$ cat src/rtl/fwhd_consts.svh
// Constants for the firmware range ID and I/O window decode block.
// Assumes byte-addressed configuration offsets and a 32-bit host address.
`ifndef FWHD_CONSTS_SVH
`define FWHD_CONSTS_SVH

// =====================================================================
// Register offsets (byte addresses in configuration space)
`define FWHD_OFF_ID_MAP_512K 8'he8
`define FWHD_OFF_IO_WIN_TWO 8'hec
`define FWHD_OFF_ID_MAP_1M 8'hee
`define FWHD_OFF_DEC_EN_1M 8'hf0

// =====================================================================
// Reset values
`define FWHD_RST_ID_MAP_512K 32'h00112233
`define FWHD_RST_IO_WIN_TWO 16'h0000
`define FWHD_RST_ID_MAP_1M 16'h4567
`define FWHD_RST_DEC_EN_1M 8'h0f

// =====================================================================
// Field positions and masks
`define FWHD_ID_512K_WMASK 32'h0fffffff
`define FWHD_IO_BASE_MSB 15
`define FWHD_IO_BASE_LSB 4
`define FWHD_IO_EN_BIT 0
`define FWHD_IO_WIN_WMASK 16'hfff1
`define FWHD_DEC_EN_1M_WMASK 8'h0f

// =====================================================================
// Address decode values
`define FWHD_HUB_512K_TAG 9'h1ff
`define FWHD_HUB_1M_TAG 9'h1fe
`define FWHD_LEGACY_TAG 15'h0007
`define FWHD_IO_UPPER_ZERO 16'h0000

`endif

$ cat src/rtl/fwhd_unused_placeholder_never.sv
// Intentionally empty: holds no logic.
`timescale 1ns/100ps
`default_nettype none
`default_nettype wire

$ cat src/rtl/fwhd_pkg.sv
// Types for the firmware range ID and I/O window decode block.
// Assumes nothing beyond the constants header.
package fwhd_pkg;

  // =====================================================================
  // Claim kinds for a decoded cycle
  typedef enum logic [1:0] {
    FWHD_CLAIM_NONE = 2'b00,
    FWHD_CLAIM_POS = 2'b01,
    FWHD_CLAIM_SUB = 2'b10
  } fwhd_claim_t;

  typedef logic [3:0] fwhd_id_t;

endpackage

$ cat src/rtl/fwhd_dec_if.sv
// Interface carrying register fields to the address decoder and its results back.
// Assumes both ends run on the same clock.
`timescale 1ns/100ps
`default_nettype none

interface fwhd_dec_if;
  import fwhd_pkg::*;

  logic [31:0] id_map_512k;
  logic [15:0] id_map_1m;
  logic [7:0] en_512k;
  logic [3:0] en_1m;
  logic [11:0] io_base;
  logic io_en;
  logic [31:0] addr;
  logic is_io;
  logic hub_hit;
  fwhd_id_t hub_id;
  logic io_hit;

  // Register side drives fields and the address, reads results
  modport regs (output id_map_512k, id_map_1m, en_512k, en_1m, io_base, io_en, addr, is_io,
                input hub_hit, hub_id, io_hit);
  // Decoder side
  modport dec (input id_map_512k, id_map_1m, en_512k, en_1m, io_base, io_en, addr, is_io,
               output hub_hit, hub_id, io_hit);
endinterface

`default_nettype wire

$ cat src/rtl/fwhd_range_decode.sv
// Combinational address decoder for hub memory ranges and the second I/O window.
// Assumes a stable address and cycle type from the owning module.
`timescale 1ns/100ps
`default_nettype none
`include "fwhd_consts.svh"

module fwhd_range_decode
  import fwhd_pkg::*;
(
  fwhd_dec_if.dec d
);

  // Pick one 4-bit ID field out of a packed map
  function automatic fwhd_id_t fwhd_pick_id(input logic [31:0] map, input logic [2:0] idx);
    fwhd_pick_id = map[{idx, 2'b00} +: 4];
  endfunction

  // =====================================================================
  // 512 KB pairs: FF80_0000..FFFF_FFFF, bit 22 picks upper or lower copy
  wire in_512k = (d.addr[31:23] == `FWHD_HUB_512K_TAG);
  wire [2:0] idx_512k = d.addr[21:19];
  wire in_legacy = (d.addr[31:17] == `FWHD_LEGACY_TAG);
  // Legacy 128 KB region follows the top pair and its fixed zero ID
  wire [2:0] sel_512k = in_legacy ? 3'h7 : idx_512k;
  wire hit_512k = (in_512k | in_legacy) & d.en_512k[sel_512k];

  // 1 MB pairs: FF00_0000..FF7F_FFFF, bit 22 picks upper or lower copy
  wire in_1m = (d.addr[31:23] == `FWHD_HUB_1M_TAG);
  wire [1:0] idx_1m = d.addr[21:20];
  wire hit_1m = in_1m & d.en_1m[idx_1m];

  // Memory cycles only for hub ranges
  assign d.hub_hit = ~d.is_io & (hit_512k | hit_1m);
  assign d.hub_id = hit_1m ? fwhd_pick_id({16'h0000, d.id_map_1m}, {1'b0, idx_1m})
                           : fwhd_pick_id(d.id_map_512k, sel_512k);

  // Second generic window: 16 bytes, upper address lines zero, I/O only
  assign d.io_hit = d.is_io & d.io_en & (d.addr[31:16] == `FWHD_IO_UPPER_ZERO)
                    & (d.addr[15:4] == d.io_base);

endmodule // fwhd_range_decode

`default_nettype wire

$ cat src/rtl/fwhd_top.sv
// Firmware range ID and second I/O window decode: configuration registers and claim logic.
// Assumes configuration accesses and host cycles come from logic on clk.
//
// Operation
// - Top hub ID field bits 31:28 is read-only zero, covering top pair and legacy.
// - Seven writable 4-bit hub IDs in bits 27:0 for 512 KB pairs.
// - Four writable 4-bit hub IDs select IDs for the 1 MB pairs.
// - Bits 3:0 of the 1 MB enable register gate each 1 MB pair.
// - Enabled 1 MB pairs claim memory cycles and forward them to the hub.
// - Hub range claims are subtractive unless positive decode enable is set; window two claims are always positive.
// - Window two base comes from bits 15:4; upper address bits must be zero.
// - Window two spans 16 bytes from its base.
// - Window two matches I/O cycles only, never memory cycles.
// - Bit 0 enables forwarding of window two I/O cycles to the LPC side.
// - Each 512 KB pair is gated by its own enable bit.
`timescale 1ns/100ps
`default_nettype none
`include "fwhd_consts.svh"

module fwhd_top
  import fwhd_pkg::*;
(
  input wire logic clk,
  input wire logic rst,
  input wire logic cfg_wr,
  input wire logic cfg_rd,
  input wire logic [7:0] cfg_addr,
  input wire logic [3:0] cfg_be,
  input wire logic [31:0] cfg_wdata,
  output logic [31:0] cfg_rdata,
  input wire logic [7:0] range_512k_enable,
  input wire logic positive_decode_enable,
  input wire logic req_valid,
  input wire logic req_io,
  input wire logic [31:0] req_addr,
  output logic claim_positive,
  output logic claim_subtractive,
  output logic fwd_firmware_hub,
  output logic fwd_lpc_io,
  output logic [3:0] hub_id_select
);

  // Merge write data into a register under its byte enables and writable mask
  function automatic logic [31:0] fwhd_merge(input logic [31:0] old_v, input logic [31:0] new_v,
                                              input logic [3:0] be, input logic [31:0] wmask);
    logic [31:0] m;
    m = {{8{be[3]}}, {8{be[2]}}, {8{be[1]}}, {8{be[0]}}} & wmask;
    fwhd_merge = (old_v & ~m) | (new_v & m);
  endfunction

  // =====================================================================
  // Register state
  logic [31:0] id_map_512k_q;
  logic [15:0] io_win_two_q;
  logic [15:0] id_map_1m_q;
  logic [7:0] dec_en_1m_q;
  logic [31:0] cfg_rdata_q;
  fwhd_claim_t claim_q;
  logic fwd_hub_q;
  logic fwd_io_q;
  fwhd_id_t hub_id_q;

  // Dword-aligned address decode; the EC dword holds window two and the 1 MB ID map
  wire [7:0] dw_addr = {cfg_addr[7:2], 2'b00};
  wire sel_e8 = (dw_addr == `FWHD_OFF_ID_MAP_512K);
  wire sel_ec = (dw_addr == `FWHD_OFF_IO_WIN_TWO);
  wire sel_f0 = (dw_addr == `FWHD_OFF_DEC_EN_1M);

  // Next values of the writable registers
  wire [31:0] id_map_512k_d = fwhd_merge(id_map_512k_q, cfg_wdata, cfg_be,
                                         `FWHD_ID_512K_WMASK);
  wire [31:0] ec_dw_d = fwhd_merge({id_map_1m_q, io_win_two_q}, cfg_wdata, cfg_be,
                                   {16'hffff, `FWHD_IO_WIN_WMASK});
  wire [31:0] f0_dw_d = fwhd_merge({24'h000000, dec_en_1m_q}, cfg_wdata, cfg_be,
                                   {24'h000000, `FWHD_DEC_EN_1M_WMASK});

  // Read mux; unmapped offsets and reserved bits read zero
  wire [31:0] rd_mux = sel_e8 ? {4'h0, id_map_512k_q[27:0]} :
                       sel_ec ? {id_map_1m_q, io_win_two_q} :
                       sel_f0 ? {24'h000000, dec_en_1m_q} : 32'h00000000;

  // =====================================================================
  // Configuration registers
  always_ff @(posedge clk or posedge rst) begin
    if (rst) begin
      id_map_512k_q <= `FWHD_RST_ID_MAP_512K;
      io_win_two_q <= `FWHD_RST_IO_WIN_TWO;
      id_map_1m_q <= `FWHD_RST_ID_MAP_1M;
      dec_en_1m_q <= `FWHD_RST_DEC_EN_1M;
    end else if (cfg_wr) begin
      if (sel_e8) begin
        id_map_512k_q <= id_map_512k_d;
      end
      if (sel_ec) begin
        io_win_two_q <= ec_dw_d[15:0];
        id_map_1m_q <= ec_dw_d[31:16];
      end
      if (sel_f0) begin
        dec_en_1m_q <= f0_dw_d[7:0];
      end
    end
  end

  // Registered read data, valid the cycle after cfg_rd
  always_ff @(posedge clk or posedge rst) begin
    if (rst) begin
      cfg_rdata_q <= 32'h00000000;
    end else if (cfg_rd) begin
      cfg_rdata_q <= rd_mux;
    end
  end

  // =====================================================================
  // Address decoder
  fwhd_dec_if dif ();

  assign dif.id_map_512k = {4'h0, id_map_512k_q[27:0]};
  assign dif.id_map_1m = id_map_1m_q;
  assign dif.en_512k = range_512k_enable;
  assign dif.en_1m = dec_en_1m_q[3:0];
  assign dif.io_base = io_win_two_q[`FWHD_IO_BASE_MSB:`FWHD_IO_BASE_LSB];
  assign dif.io_en = io_win_two_q[`FWHD_IO_EN_BIT];
  assign dif.addr = req_addr;
  assign dif.is_io = req_io;

  fwhd_range_decode u_dec (
    .d (dif.dec)
  );

  // Claim kind: hub ranges subtractive unless positive decode is on; window two positive
  wire hub_go = req_valid & dif.hub_hit;
  wire io_go = req_valid & dif.io_hit;
  // Cast back to the claim type, since a conditional yields a plain vector
  wire fwhd_claim_t claim_d = fwhd_claim_t'(io_go ? FWHD_CLAIM_POS :
                                            hub_go ? (positive_decode_enable ? FWHD_CLAIM_POS
                                                                             : FWHD_CLAIM_SUB) :
                                            FWHD_CLAIM_NONE);

  // =====================================================================
  // Claim and forward outputs, one-cycle pulses a cycle after the request
  always_ff @(posedge clk or posedge rst) begin
    if (rst) begin
      claim_q <= FWHD_CLAIM_NONE;
      fwd_hub_q <= 1'b0;
      fwd_io_q <= 1'b0;
      hub_id_q <= 4'h0;
    end else begin
      claim_q <= claim_d;
      fwd_hub_q <= hub_go;
      fwd_io_q <= io_go;
      if (hub_go) begin
        hub_id_q <= dif.hub_id;
      end
    end
  end

  assign cfg_rdata = cfg_rdata_q;
  assign claim_positive = (claim_q == FWHD_CLAIM_POS);
  assign claim_subtractive = (claim_q == FWHD_CLAIM_SUB);
  assign fwd_firmware_hub = fwd_hub_q;
  assign fwd_lpc_io = fwd_io_q;
  assign hub_id_select = hub_id_q;

endmodule // fwhd_top

`default_nettype wire

$ cat config.mk
export PLATFORM = sky130hd
export DESIGN_NAME = fwhd_top
export DESIGN_NICKNAME = d
export VERILOG_FILES = /design/src/rtl/fwhd_unused_placeholder_never.sv /design/src/rtl/fwhd_pkg.sv /design/src/rtl/fwhd_dec_if.sv /design/src/rtl/fwhd_range_decode.sv /design/src/rtl/fwhd_top.sv
export VERILOG_INCLUDE_DIRS = /design/src /design/src/rtl
export SDC_FILE = /design/constraint.sdc
export NUM_CORES = 1
export LEC_CHECK = 0
export BUFFER_PORTS_ARGS = -buffer_cell sky130_fd_sc_hd__clkbuf_2
export CORE_MARGIN = 2
export CORE_UTILIZATION = 55
export CTS_BUF_LIST = sky130_fd_sc_hd__clkbuf_2 sky130_fd_sc_hd__clkbuf_4 sky130_fd_sc_hd__clkbuf_8
export DETAILED_ROUTE_END_ITERATION = 8
export GPL_TIMING_DRIVEN = 0
export PLACE_DENSITY = 0.9
export SETUP_SLACK_MARGIN = 0.5
export SLEW_MARGIN = 15
export SYNTH_ARGS = -nofsm -noshare
export SYNTH_HDL_FRONTEND = slang
export SYNTH_HIERARCHICAL = 1
export SYNTH_SLANG_ARGS = --single-unit
$ cat constraint.sdc
create_clock -name clk -period 3.4 [get_ports clk]
set_clock_uncertainty 0.05 [all_clocks]
set_input_delay 0.17 -clock clk [delete_from_list [all_inputs] [get_ports clk]]
set_output_delay 0.17 -clock clk [all_outputs]
set_load 0.005 [all_outputs]
Word-level counts from Yosys, hierarchy flattened
Index checks and enable logic that the tools add are counted.
{"block": "word_totals", "ff_bits": 112, "in_bits": 91, "word_cells": 61, "out_inout_bits": 40}
{"block": "classes", "n_eq_ne": 9, "muxes": 12, "reduce_logical": 4, "shift": 2, "bitwise_logic": 23, "magnitude_cmp": 2}
{"operator": "$and A32 B32 Y32", "n": 3}
{"operator": "$mux W32", "n": 2}
{"operator": "$or A32 B32 Y32", "n": 2}
{"operator": "$and A32 B28 Y32", "n": 1}
{"operator": "$not A28 Y32", "n": 1}
{"operator": "$not A32 Y32", "n": 1}
{"operator": "$shiftx A32 B5 Y4", "n": 1}
{"operator": "$shiftx A32 B6 Y4", "n": 1}
{"operator": "$eq A6 B6 Y1 const B", "n": 3}
{"operator": "$eq A9 B9 Y1 const B", "n": 2}
{"operator": "$logic_not A16 Y1", "n": 1}
{"operator": "$eq A15 B3 Y1 const B", "n": 1}
{"operator": "$eq A12 B12 Y1", "n": 1}
{"operator": "$and A1 B1 Y1", "n": 8}
{"operator": "$and A8 B4 Y8", "n": 1}
{"operator": "$and A8 B8 Y8", "n": 1}
{"operator": "$mux W8", "n": 1}
{"operator": "$not A4 Y8", "n": 1}
{"operator": "$or A8 B8 Y8", "n": 1}
{"operator": "$mux W2", "n": 3}
{"operator": "$reduce_and A2 Y1", "n": 3}
{"operator": "$lt A3 B4 Y1 const B", "n": 1}
{"operator": "$mux W4", "n": 1}
{"operator": "$bmux W1 S3", "n": 1}
{"operator": "other kinds (8)", "n": 10}

Logic depth before layout (Yosys ltp)
Gate-level depths: netlist of the first run.
{"block": "logic_depth", "ltp_word": 10, "mapped_depth": 10, "depth_no_buf": 9}

Hierarchy
Netlist of the first run, hierarchy kept.
{"module": "fwhd_top", "cells_per_inst": 339, "seq_area_each_um2": 2552.4, "instances": 1, "area_each_um2": 4349.2}
{"module": "fwhd_range_decode", "cells_per_inst": 70, "seq_area_each_um2": 0.0, "instances": 1, "area_each_um2": 819.5}

Worst setup path before layout of the first run
OpenSTA, ideal clock, no wires.
{"block": "synth_timing", "path_kind": "input to register", "start": "in req_addr[21]", "end": "reg hub_id_q[0], in the netlist hub_id_select[0]", "cell_stages": 9, "n_path_buf": 1, "arrival_ns": 1.803, "slack_ns": 1.422, "required_ns": 3.225, "setup_ns": 0.125, "path_cell_list": "buf_6 > and4b_1 > and4_4 > nor2_8 > mux4_1 > o211ai_2 > a21oi_1 > nand2_1 > mux2_2"}
{"block": "synth_via", "elab_chain_len": 8, "word_cells_on_any_way": 15, "classes_between": "eq/ne (1); shift (2); mux (6); bitwise (6)"}
{"item": "start: declaration", "line": "fwhd_top.sv:35", "source": "input wire logic [31:0] req_addr,"}
{"item": "$eq A15 B3 Y1 (no line)"}
{"item": "$mux W3", "line": "fwhd_range_decode.sv:24", "source": "wire [2:0] sel_512k = in_legacy ? 3'h7 : idx_512k;"}
{"item": "$bmux W1 S3", "line": "fwhd_range_decode.sv:25", "source": "wire hit_512k = (in_512k | in_legacy) & d.en_512k[sel_512k];"}
{"item": "$mux W1 (implied by the code)", "line": "fwhd_range_decode.sv:25"}
{"item": "$and A1 B1 Y1", "line": "fwhd_range_decode.sv:25"}
{"item": "$or A1 B1 Y1 (*)", "line": "fwhd_range_decode.sv:33", "source": "assign d.hub_hit = ~d.is_io & (hit_512k | hit_1m);"}
{"item": "$and A1 B1 Y1 (*)", "line": "fwhd_range_decode.sv:33"}
{"item": "named net dif.hub_hit", "line": "fwhd_dec_if.sv:17", "source": "logic hub_hit;"}
{"item": "$and A1 B1 Y1 (*)", "line": "fwhd_top.sv:131", "source": "wire hub_go = req_valid & dif.hub_hit;"}
{"item": "end signal: assignment", "line": "fwhd_top.sv:152", "source": "hub_id_q <= dif.hub_id;"}
{"item": "end: declaration", "line": "fwhd_top.sv:61", "source": "fwhd_id_t hub_id_q;"}
The timed path passes the listed nets; every way through them passes the cells marked *. The select of a mux whose other input is x is not followed.
A chain may end at the register's enable or synchronous reset.

==> results.txt, run 1 <==
- Number of nets in the final layout: 658
* Final critical path time including I/O delays and setup: around 2300 ps
* Final cell count without fillers: 683
- TritonCTS clock tree: done
- Die Footprint: 0.0102 mm2
- The max-slew violation count was 0.
- Each instance of the synthesized netlist takes up on average 12.6 um2.
- Summed over all layers, the global routing overflow is 0.
- Dividing the final minimum period by the clock period gives 0.679.
* Routed via count divided by cell count: 5.98
* Cell with the biggest individual delay on the critical path: sky130_fd_sc_hd__nor4_1
- Hold Path Cell Cnt: 2
* Leading cell type in the layout, fill and taps excluded: sky130_fd_sc_hd__clkbuf_2
- Slew headroom: 0.582
- Data on the critical path is required at its endpoint by 3670 ps.
- Ys async rst share: 1.00
- The final number of hold-violating endpoints was 0.
- Post-synth EDFFs: 0
* Slew at the pin closest to its max-slew limit: 621 ps
- Cts bufs inserted: 9
- The first global-routing pass estimated about 22 mm of wire.
- After detailed routing, the total wire length is 14.2 mm.
- In this run the count of I/O pins placed on the die edge is 131.
* Skew-Pair Late Insertion Delay: 380 ps
- CTS H-Tree Depth: 3
* Slack of the worst reg-to-reg path: 1090 ps
- STA puts the critical path data arrival time at 2580 ps.
- Port buffering added 119 buffers.
- The worst register-to-register path ends at claim_q[0].
- Dividing total power by cell area gives a power density of 399 mW/mm2.
- Setup repair after global routing left no endpoint under its margin.
- Once placement finished, the instance area stood at 0.00594 mm2.
* CTS clock-pin slew for the worst setup and hold paths: 90 ps
* Number of storage elements in the synthesis netlist: 101
* Via count of the first global-routing pass: 4328
* Number of distinct standard cells referenced by the synthesized netlist: 48
- The detail route stage leaves a number of antenna-violating nets equal to 0.
* HPWL after DPL: between 10 and 15 mm
* Cell type with the highest occurrence count on the critical path: sky130_fd_sc_hd__nor4_1
- Summing every instance area after synthesis gives 0.00517 mm2.
- Fraction of the yosys area taken by sequential cells: 0.494
- Timing would allow up to 433 MHz.
* Area taken by multi-input logic gates: approximately 0.0024 mm2
* Initial Util: 0.562
- The run finished with clean final reports.
* Share of post-route cells with drive strength above 1: 0.465
- Along the worst path, the maximum fanout reaches 3.
* Hold path start: cfg_wdata[19]
- The worst-case IR drop observed on VDD is approximately 0.00023 V.
* Width of the die: about 100 um
- The number of antenna violations at the first check in global routing was 0.
- After routing the design area is between 0.006 and 0.007 mm2.
- Critical-path cell list: xor2_1 -> nor4_1 -> nand4b_1 -> nor4_1 -> and2_1 -> a21o_1
- CTS saw approximately 100 sinks.
* Number of DRC violations after detailed routing: 0
- Hold Slack: 14.2 ps
* Path class of the lowest-slack min-delay path: primary input to flop
- Per-cell routed wire length: between 20 and 25 um
- Resized cells post-CTS: 0
* Core Footprint: 0.00920 mm2
- During synthesis, Yosys emitted a total of 6 warnings.
* Max_cap viols: 0
- Fillers: 607
- Entering global routing, the biggest net connects 61 pins.
- Worst Reg2Reg Path Length in Cells: 6
- Setup crit end kind: flop
- Number of placed cells counting well taps: 643
- The die is 101 um tall.
- Number of buffers on the longest clock path: 2
- Diode count: 0
- In this run the static leakage power is 0.00311 uW.
* Synth Flop Type: sky130_fd_sc_hd__dfrtp_1
- For this run, the slowest stage of the critical path takes 590 ps.
- Setup violations remaining at the end of the flow were counted as 0.
* DR vias: 4084
- DR iter-0 viols: 292
* Final weighted congestion in routability-driven placement: 0.903
- In this run the clock root is driven by a sky130_fd_sc_hd__clkbuf_8.
- The first detailed-routing pass took 5 iterations.
- Placement row count: 35
- STA classifies the critical path startpoint as a flop.
* Combined global-route utilization of all metal layers: 0.281
- Commonest cells after routing, fill and taps aside: sky130_fd_sc_hd__clkbuf_2 (119), sky130_fd_sc_hd__mux2_2 (87), sky130_fd_sc_hd__dfrtp_1 (81)
* Sequential cell area: 0.00255 mm2
* Cell count after synthesis: 409
- From synthesis to final layout, the design area changed by 23.9%.
* Critical path class: flop to flop
layout make-up:
| cell class | instances | share of cell area |
|---|---|---|
| multi-input cells | 255 | 0.371 |
| plain buffers | 20 | 0.0176 |
| flip-flops and latches | 101 | 0.398 |
| repair buffers | 144 | 0.135 |
| inverters | 36 | 0.0217 |
| clock buffers | 9 | 0.0193 |
| clock inverters | 7 | 0.0152 |
| well taps | 111 | 0.0217 |
per-stage QoR:
stage	util	power, uW	setup slack, ps	setup TNS [ps]
global route	0.697	2630	923	0
global placement	0.643	1660	-389	-31090
detailed placement	0.646	1680	1150	0
floorplan	-	1540	566	0
finish	0.697	2550	1090	0
CTS	0.696	2550	1170	0
logic make-up (layout without fill, tap and decap cells):
| logic type | count (synthesis) | after routing | share of synthesized area |
|---|---|---|---|
| multiplexers | 109 | 109 | 0.276 |
| flip-flops | 101 | 101 | 0.494 |
| AND/OR/NAND/NOR | 85 | 85 | 0.105 |
| buffers and inverters | 56 | 216 | 0.0482 |
| AO/OA/AOI/OAI | 45 | 45 | 0.0562 |
| XOR/XNOR | 12 | 12 | 0.0203 |
| other | 1 | 4 | 0.000726 |
worst max-delay path by stage:
| stage | start | to | slack (ps) | cells after the start |
|---|---|---|---|---|
| 2_1_floorplan | rst | asynchronous set/reset pin | 570 | 1 |
| 3_3_place_gp | rst | asynchronous set/reset pin | -390 | 2 |
| 3_5_place_dp | req_addr[21] | hub_id_select[0] | 1150 | 9 |
| 4_1_cts | flop | claim_q[0] | 1170 | 6 |
| 5_1_grt | flop | claim_q[0] | 920 | 6 |
| 6_report | flop | claim_q[0] | 1090 | 6 |
critical path: cells and delay by family (launching register included):
kind | cells | cell delay [ps]
flops | 1 | 410
xor+xnor | 1 | 170
simple gates | 4 | 1530
compound gates | 1 | 90
timing repair:
| item | in CTS | in global routing |
|---|---|---|
| buffers inserted | 0 | 0 |
| hold buffers | 23 | 1 |
| endpoints found under the hold margin | 70 | 1 |
layer usage:
| layer | vias to the layer above | wire length (um) | GRT usage |
|---|---|---|---|
| met5 | - | 0 | 0 |
| met4 | 0 | 487 | 0.129 |
| met3 | 41 | 1090 | 0.0485 |
| met2 | 208 | 6930 | 0.474 |
| met1 | 2038 | 5660 | 0.355 |
| li1 | 1797 | - | - |
where the power goes:
part           switching (uW)  internal [uW]  leakage [uW]  total (uW)
logic                     167            190       0.00168         357
clock network             444            418      0.000106         862
registers                56.8           1280       0.00132        1330
cell usage after synthesis (6+ instances only):
| library cell | number | share of area |
|---|---|---|
| sky130_fd_sc_hd__nand2_1 | 35 | 0.025 |
| sky130_fd_sc_hd__dfrtp_1 | 81 | 0.39 |
| sky130_fd_sc_hd__mux2_2 | 87 | 0.19 |
| sky130_fd_sc_hd__clkbuf_1 | 10 | 0.0073 |
| sky130_fd_sc_hd__o22ai_1 | 31 | 0.038 |
| sky130_fd_sc_hd__mux2i_1 | 6 | 0.012 |
| sky130_fd_sc_hd__buf_2 | 7 | 0.0068 |
| sky130_fd_sc_hd__dfstp_2 | 20 | 0.10 |
| sky130_fd_sc_hd__inv_1 | 34 | 0.025 |
| sky130_fd_sc_hd__mux4_1 | 13 | 0.066 |
| sky130_fd_sc_hd__xnor2_1 | 8 | 0.014 |
| sky130_fd_sc_hd__nand3_1 | 11 | 0.011 |
Power figures use the tool's default switching activity.
==> run 2, diff against run 1 <==
--- a/config.mk
+++ b/config.mk
@@ -8,11 +8,11 @@
 export LEC_CHECK = 0
 export BUFFER_PORTS_ARGS = -buffer_cell sky130_fd_sc_hd__clkbuf_2
 export CORE_MARGIN = 2
-export CORE_UTILIZATION = 55
+export CORE_UTILIZATION = 50
 export CTS_BUF_LIST = sky130_fd_sc_hd__clkbuf_2 sky130_fd_sc_hd__clkbuf_4 sky130_fd_sc_hd__clkbuf_8
 export DETAILED_ROUTE_END_ITERATION = 8
 export GPL_TIMING_DRIVEN = 0
-export PLACE_DENSITY = 0.9
+export PLACE_DENSITY = 0.87
 export SETUP_SLACK_MARGIN = 0.5
 export SLEW_MARGIN = 15
 export SYNTH_ARGS = -nofsm -noshare
==> constraint.sdc (replaced) <==
create_clock -name clk -period 1.88 [get_ports clk]
set_clock_uncertainty 0.05 [all_clocks]
set_input_delay 0.094 -clock clk [delete_from_list [all_inputs] [get_ports clk]]
set_output_delay 0.094 -clock clk [all_outputs]
set_load 0.005 [all_outputs]
==> results.txt, run 2 (synthesized netlist as in run 1, its figures left out) <==
- The flow ran to the end, and the final reports show no timing, DRC or antenna violations.
- Crit path setup slack, layout: 41.5 ps
- Slew headroom: 0.603
- Number of buffers on the longest clock path: 2
- Startpoint type of the worst setup path: flop
- Area growth syn-to-layout: 30.1%
* Placement row count: 37
* Routed via count divided by cell count: 5.68
- CTS clock-pin slew for the worst setup and hold paths: 100 ps
- Along the worst hold path, the cell count comes to 4.
- Detailed routing inserted a total of 4117 vias.
* Skew-Pair Late Insertion Delay: approximately 380 ps
* Leading cell type in the layout, fill and taps excluded: sky130_fd_sc_hd__clkbuf_2
- Power density cells: 692 mW/mm2
* Combined global-route utilization of all metal layers: 0.264
- Initial antenna violation count: 0
* Setup crit end kind: flop
- P_leak: ~0.0032 uW
* Slack of the worst reg-to-reg path: slightly above 40 ps
* TritonCTS clock tree: done
* Arrival time worst endpoint: 2060 ps
- Path class of the lowest-slack min-delay path: primary input to flop
- Remaining global-route overflow: 0
* VDD IR max: 0.000352 V
- Per-cell routed wire length: 19.8 um
- The worst register-to-register path has a depth of 7.
- For the pin with the worst max-slew slack, the measured transition is 596 ps.
- Once detailed placement completed, the half-perimeter wirelength came to 10.2 mm.
- Width of the die: 106 um
- Req. time, crit path: 2100 ps
- CTS built an H-tree with a depth of 3.
- Entering global routing, the biggest net connects 38 pins.
- The first detailed-routing pass ran for 5 iterations.
- Number of top-level pins: 131
- Final hold analysis gives a worst-case slack of ~17 ps.
* Critical register-to-register path endpoint: hub_id_select[1]
- At the placement stage, the worst setup path has a slack of -204 ps.
* Number of nets in the final layout: 675
* Post-detailed-route count of antenna-violating nets: 0
- Critical Path End: hub_id_select[1]
- Of the cells placed in the final design, the portion with a size suffix greater than 1 is 0.489.
- Setup repair after global routing could not meet its margin everywhere.
* DR iter-0 viols: 349
* Wire length of the first global-routing pass: between 20 and 25 mm
- Counting I/O delays and the setup requirement, the final critical path takes 1840 ps.
- Hold Fails Final Rpt: 0
* Overall die height: 106 um
- The initial utilization of the core area, before any placement, comes to 0.507.
- Leaving out fill and tap cells, the most frequent cells in the layout are sky130_fd_sc_hd__clkbuf_2 (121), sky130_fd_sc_hd__mux2_2 (83), sky130_fd_sc_hd__dfrtp_1 (81).
- The root buffer cell chosen for the clock tree is sky130_fd_sc_hd__clkbuf_8.
* Count of buffers inserted at the top-level ports: 119
- The die covers about 0.011 mm2.
- Drt total wl: 14.3 mm
- Buffers inserted during clock tree synthesis total 9.
- Clock net sink count: 101
* Final setup viols: 0
- Post-route setup TNS: 0 ps
- Final cycle utilization of the critical path: 0.978
- After detailed routing, the number of remaining DRC violations is 0.
* Critical path class: flop to flop
* Number of pins exceeding their max-slew limit in the final report: 0
- Fill cells in the final layout number between 700 and 800.
- Via count of the first global-routing pass: 4360
* Peak Freq: 544 MHz
- Core Footprint: 0.0102 mm2
- Diode count: 0
* Max_cap viols: 0
- Final weighted congestion in routability-driven placement: 0.885
- Along the worst path, the maximum fanout reaches 6.
[run 2: cell types whose count changed in the layout (fill, tap and decap cells not counted), sizes merged]
cell         before  now
dlygate4sd3      24   35
buf              10   16
clkinvlp          2    3
clkinv            3    4
inv              36   34
[run 2: layout make-up]
| type | instances | area, um2 | area share |
|---|---|---|---|
| buffer | 20 | 121 | 0.0180 |
| inverter | 36 | 140 | 0.0208 |
| clock inverter | 7 | 97.6 | 0.0145 |
| tap | 136 | 170 | 0.0253 |
| timing repair buffer | 161 | 1040 | 0.155 |
| clock buffer | 9 | 124 | 0.0184 |
| multi-input combinational | 255 | 2480 | 0.369 |
| sequential | 101 | 2550 | 0.380 |
[run 2: how the worst min path moves through the flow]
stage	from	to	slack, ps
global route	req_io	claim_q[1]	30
detailed placement	rst	asynchronous set/reset pin	90
CTS	cfg_addr[5]	cfg_rdata[0]	20
floorplan	positive_decode_enable	claim_q[1]	110
finish	req_io	claim_q[1]	20
global placement	positive_decode_enable	claim_q[1]	230
[run 2: power by group]
part,internal [uW],leakage [uW],switching (uW)
clock,754,0.000106,790
combinational,378,0.00182,324
sequential,2310,0.00132,97.3
total,3440,0.00324,1210
[run 2: worst max-delay path, cell delays in order (launching register included)]
cell and delay, ps:
sky130_fd_sc_hd__dfstp_2 390, sky130_fd_sc_hd__mux4_2 450, sky130_fd_sc_hd__and3b_1 190, sky130_fd_sc_hd__buf_6 120
sky130_fd_sc_hd__inv_2 50, sky130_fd_sc_hd__a21oi_4 50, sky130_fd_sc_hd__nand2_4 110, sky130_fd_sc_hd__mux2_4 310
[run 2: routing by layer]
layer | vias to the layer above | routed length [um] | GRT usage
met5 | - | 0 | 0
met4 | 0 | 318 | 0.102
met3 | 30 | 987 | 0.0470
met2 | 193 | 6980 | 0.433
met1 | 2053 | 6050 | 0.352
li1 | 1841 | - | -
[run 2: what timing repair did]
item                                    4_1_cts  5_1_grt
gates resized for setup                      15       12
setup buffers                                 3        1
endpoints found under the hold margin       151        0
pin swaps                                     7        1
endpoints found under the setup margin        8       27
hold buffers                                 35        0
[run 2: through the flow]
step / util / cells / instance area [um2] / total power [uW]
2_1_floorplan: - / 412 / 5190 / 2790
3_3_place_gp: 0.585 / 667 / 5960 / 3000
3_5_place_dp: 0.591 / 670 / 6020 / 3050
4_1_cts: 0.656 / 724 / 6680 / 4660
5_1_grt: 0.660 / 725 / 6720 / 4830
6_report: 0.660 / 725 / 6720 / 4660
==> run 3, diff against run 2 <==
--- a/config.mk
+++ b/config.mk
@@ -12,9 +12,10 @@
 export CTS_BUF_LIST = sky130_fd_sc_hd__clkbuf_2 sky130_fd_sc_hd__clkbuf_4 sky130_fd_sc_hd__clkbuf_8
 export DETAILED_ROUTE_END_ITERATION = 8
 export GPL_TIMING_DRIVEN = 0
+export HOLD_SLACK_MARGIN = 0.02
 export PLACE_DENSITY = 0.87
 export SETUP_SLACK_MARGIN = 0.5
-export SLEW_MARGIN = 15
+export SLEW_MARGIN = 20
 export SYNTH_ARGS = -nofsm -noshare
 export SYNTH_HDL_FRONTEND = slang
 export SYNTH_HIERARCHICAL = 1
==> results.txt, run 3 (synthesized netlist as in run 1, its figures left out) <==
- DR iter-0 viols: between 300 and 400
- Clock net sink count: 101
- Per-cell routed wire length: 19.9 um
- Overall die height: 106 um
- Static timing analysis puts the maximum clock frequency at 545 MHz.
- Worst slack at placement: -221 ps
- Data on the critical path is required at its endpoint by around 2100 ps.
* Count of buffers inserted at the top-level ports: 119
- The run finished with clean final reports.
- Counting I/O delays and the setup requirement, the final critical path takes roughly 1800 ps.
* Biggest fanout along the worst timing path: 6
* CTS H-Tree Depth: 3
* Critical path class: flop to flop
- For met2 alone, demand over resource in global routing was 0.445.
- Setup repair after global routing could not meet its margin everywhere.
- The count of nets left with antenna violations once routing finished came out at 0.
* Initial Util: 0.507
- Power density cells: 672 mW/mm2
- STA classifies the critical path startpoint as a flop.
* P_leak: 0.00326 uW
- Crit path setup slack, layout: 44.3 ps
* NetSw: approximately 1200 uW
* Placement row count: 37
* Skew-Pair Late Insertion Delay: 370 ps
- Wires add up to approximately 14 mm.
- Dividing the detail-routed via count by the number of cells gives 5.65.
- TritonCTS built the clock tree.
* Leading cell type in the layout, fill and taps excluded: sky130_fd_sc_hd__clkbuf_2
- Number of nets in the final layout: a little under 700
- Clock network power share: 0.309
- Final weighted congestion in routability-driven placement: 0.885
- Arrival time worst endpoint: just over 2000 ps
- Across the run, the number of max-cap violations was 0.
* Area growth syn-to-layout: 29.9%
- CTS clock-pin slew for the worst setup and hold paths: 90 ps
* Sequential cell area: 0.00255 mm2
* Switching Fraction: 0.258
- Of the total power, registers draw 0.534.
- In this run the count of I/O pins placed on the die edge is 131.
- Remaining global-route overflow: 0
* Number of DRC violations after detailed routing: 0
* Slew headroom: 0.595
- Number of placed cells counting well taps: 670
* Final cycle utilization of the critical path: 0.976
* Combined global-route utilization of all metal layers: 0.266
- Cell at the root of the clock tree: sky130_fd_sc_hd__clkbuf_8
- Number of buffers on the longest clock path: 2
* Diode count: 0
* Commonest cells after routing, fill and taps aside: sky130_fd_sc_hd__clkbuf_2 (121), sky130_fd_sc_hd__mux2_2 (83), sky130_fd_sc_hd__dfrtp_1 (81)
- Once layout is complete, the cells apart from fillers number 725.
- In the global route stage, met1 resource usage came out at 0.331.
- Slew at the pin closest to its max-slew limit: 608 ps
- Pin count of the biggest net entering global routing: 37
- Final setup viols: 0
* GRT Max-Usage Layer: met2
* Share of total power in combinational logic: 0.157
- The floorplan step defined a die boundary enclosing 0.0112 mm2.
* HPWL after DPL: 10.3 mm
- Initial antenna violation count: 0
* GRT met3 Usage: 0.0544
- Length of the first detailed-routing pass in iterations: 5
- Measured along the x axis, the die boundary spans 106 um.
- In the final layout, the multi-input gates occupy 0.00248 mm2.
- Internal power comes to about 3300 uW.
- STA classifies the critical path endpoint as a flop.
- Core Footprint: 0.0102 mm2
* Hold Fails Final Rpt: 0
- The number of clock buffers added by TritonCTS is 9.
- In the final layout, the share of cells above drive strength 1 is 0.491.
- The first global-routing pass estimated ~22 mm of wire.
* DR vias: 4099
* VDD IR max: 0.000384 V
- The max-slew violation count is 0.
- Path class of the lowest-slack min-delay path: primary input to flop
- Fillers: 718
* Via count of the first global-routing pass: 4299
run 3: cell count changes in the layout (fill, tap and decap cells not counted), sizes merged:
cell / previous run / this run
inv: 34 / 33
bufinv: 2 / 1
clkinv: 4 / 6
clkinvlp: 3 / 1
clkbuf: 139 / 141
run 3: worst paths after layout:
kind,cells past startpoint,start,slack (ps),end
hold reg to reg,1,hub_id_select[0],470,hub_id_select[0]
setup / recovery,7,flop,40,hub_id_select[0]
hold / removal,4,req_io,20,fwd_firmware_hub
min in group asynchronous,3,rst,90,asynchronous set/reset pin
max in group asynchronous,5,rst,990,asynchronous set/reset pin
setup reg to reg,7,flop,40,hub_id_select[0]
run 3: critical path: stages (launching register included):
cell	delay, ps
sky130_fd_sc_hd__dfstp_2	400
sky130_fd_sc_hd__mux4_2	440
sky130_fd_sc_hd__and3b_1	190
sky130_fd_sc_hd__buf_6	130
sky130_fd_sc_hd__inv_4	50
sky130_fd_sc_hd__a21oi_4	50
sky130_fd_sc_hd__nand2_4	120
sky130_fd_sc_hd__mux2_4	310
run 3: metrics by stage:
stage | hold WS (ps) | total power (uW) | utilization | TNS, ps | area [um2]
3_3_place_gp | 228 | 3000 | 0.585 | -3140 | 5960
4_1_cts | 39.4 | 4500 | 0.653 | 0 | 6660
2_1_floorplan | 115 | 2790 | - | 0 | 5190
3_5_place_dp | -63.6 | 3050 | 0.591 | -995 | 6020
6_report | 17.2 | 4510 | 0.659 | 0 | 6710
5_1_grt | 43.4 | 4680 | 0.659 | -15.6 | 6710
run 3: layout make-up:
| class | count | area share |
|---|---|---|
| well taps | 136 | 0.0253 |
| multi-input cells | 255 | 0.370 |
| inverters | 36 | 0.0212 |
| clock buffers | 11 | 0.0216 |
| repair buffers | 161 | 0.156 |
| flip-flops and latches | 101 | 0.380 |
| plain buffers | 20 | 0.0181 |
| clock inverters | 5 | 0.00746 |
run 3: power by group through the flow:
stage / sequential, uW / combinational (uW) / clock (uW)
detailed placement: 2440 / 609 / 0
finish: 2410 / 707 / 1390
global placement: 2430 / 567 / 0
floorplan: 2400 / 387 / 0
CTS: 2400 / 690 / 1400
global route: 2420 / 757 / 1500
run 3: routing by layer:
layer,share of wire,up-vias
li1,-,1836
met2,0.49,198
met4,0.035,0
met1,0.41,2023
met5,0,-
met3,0.068,42
run 3: what timing repair did:
action,in CTS,in global routing
hold buffers,35,0
pin swaps,6,6
resized for setup,12,17
hold endpoints to repair,156,0
cloned,0,0
setup buffers,3,1
setup endpoints to repair,8,24
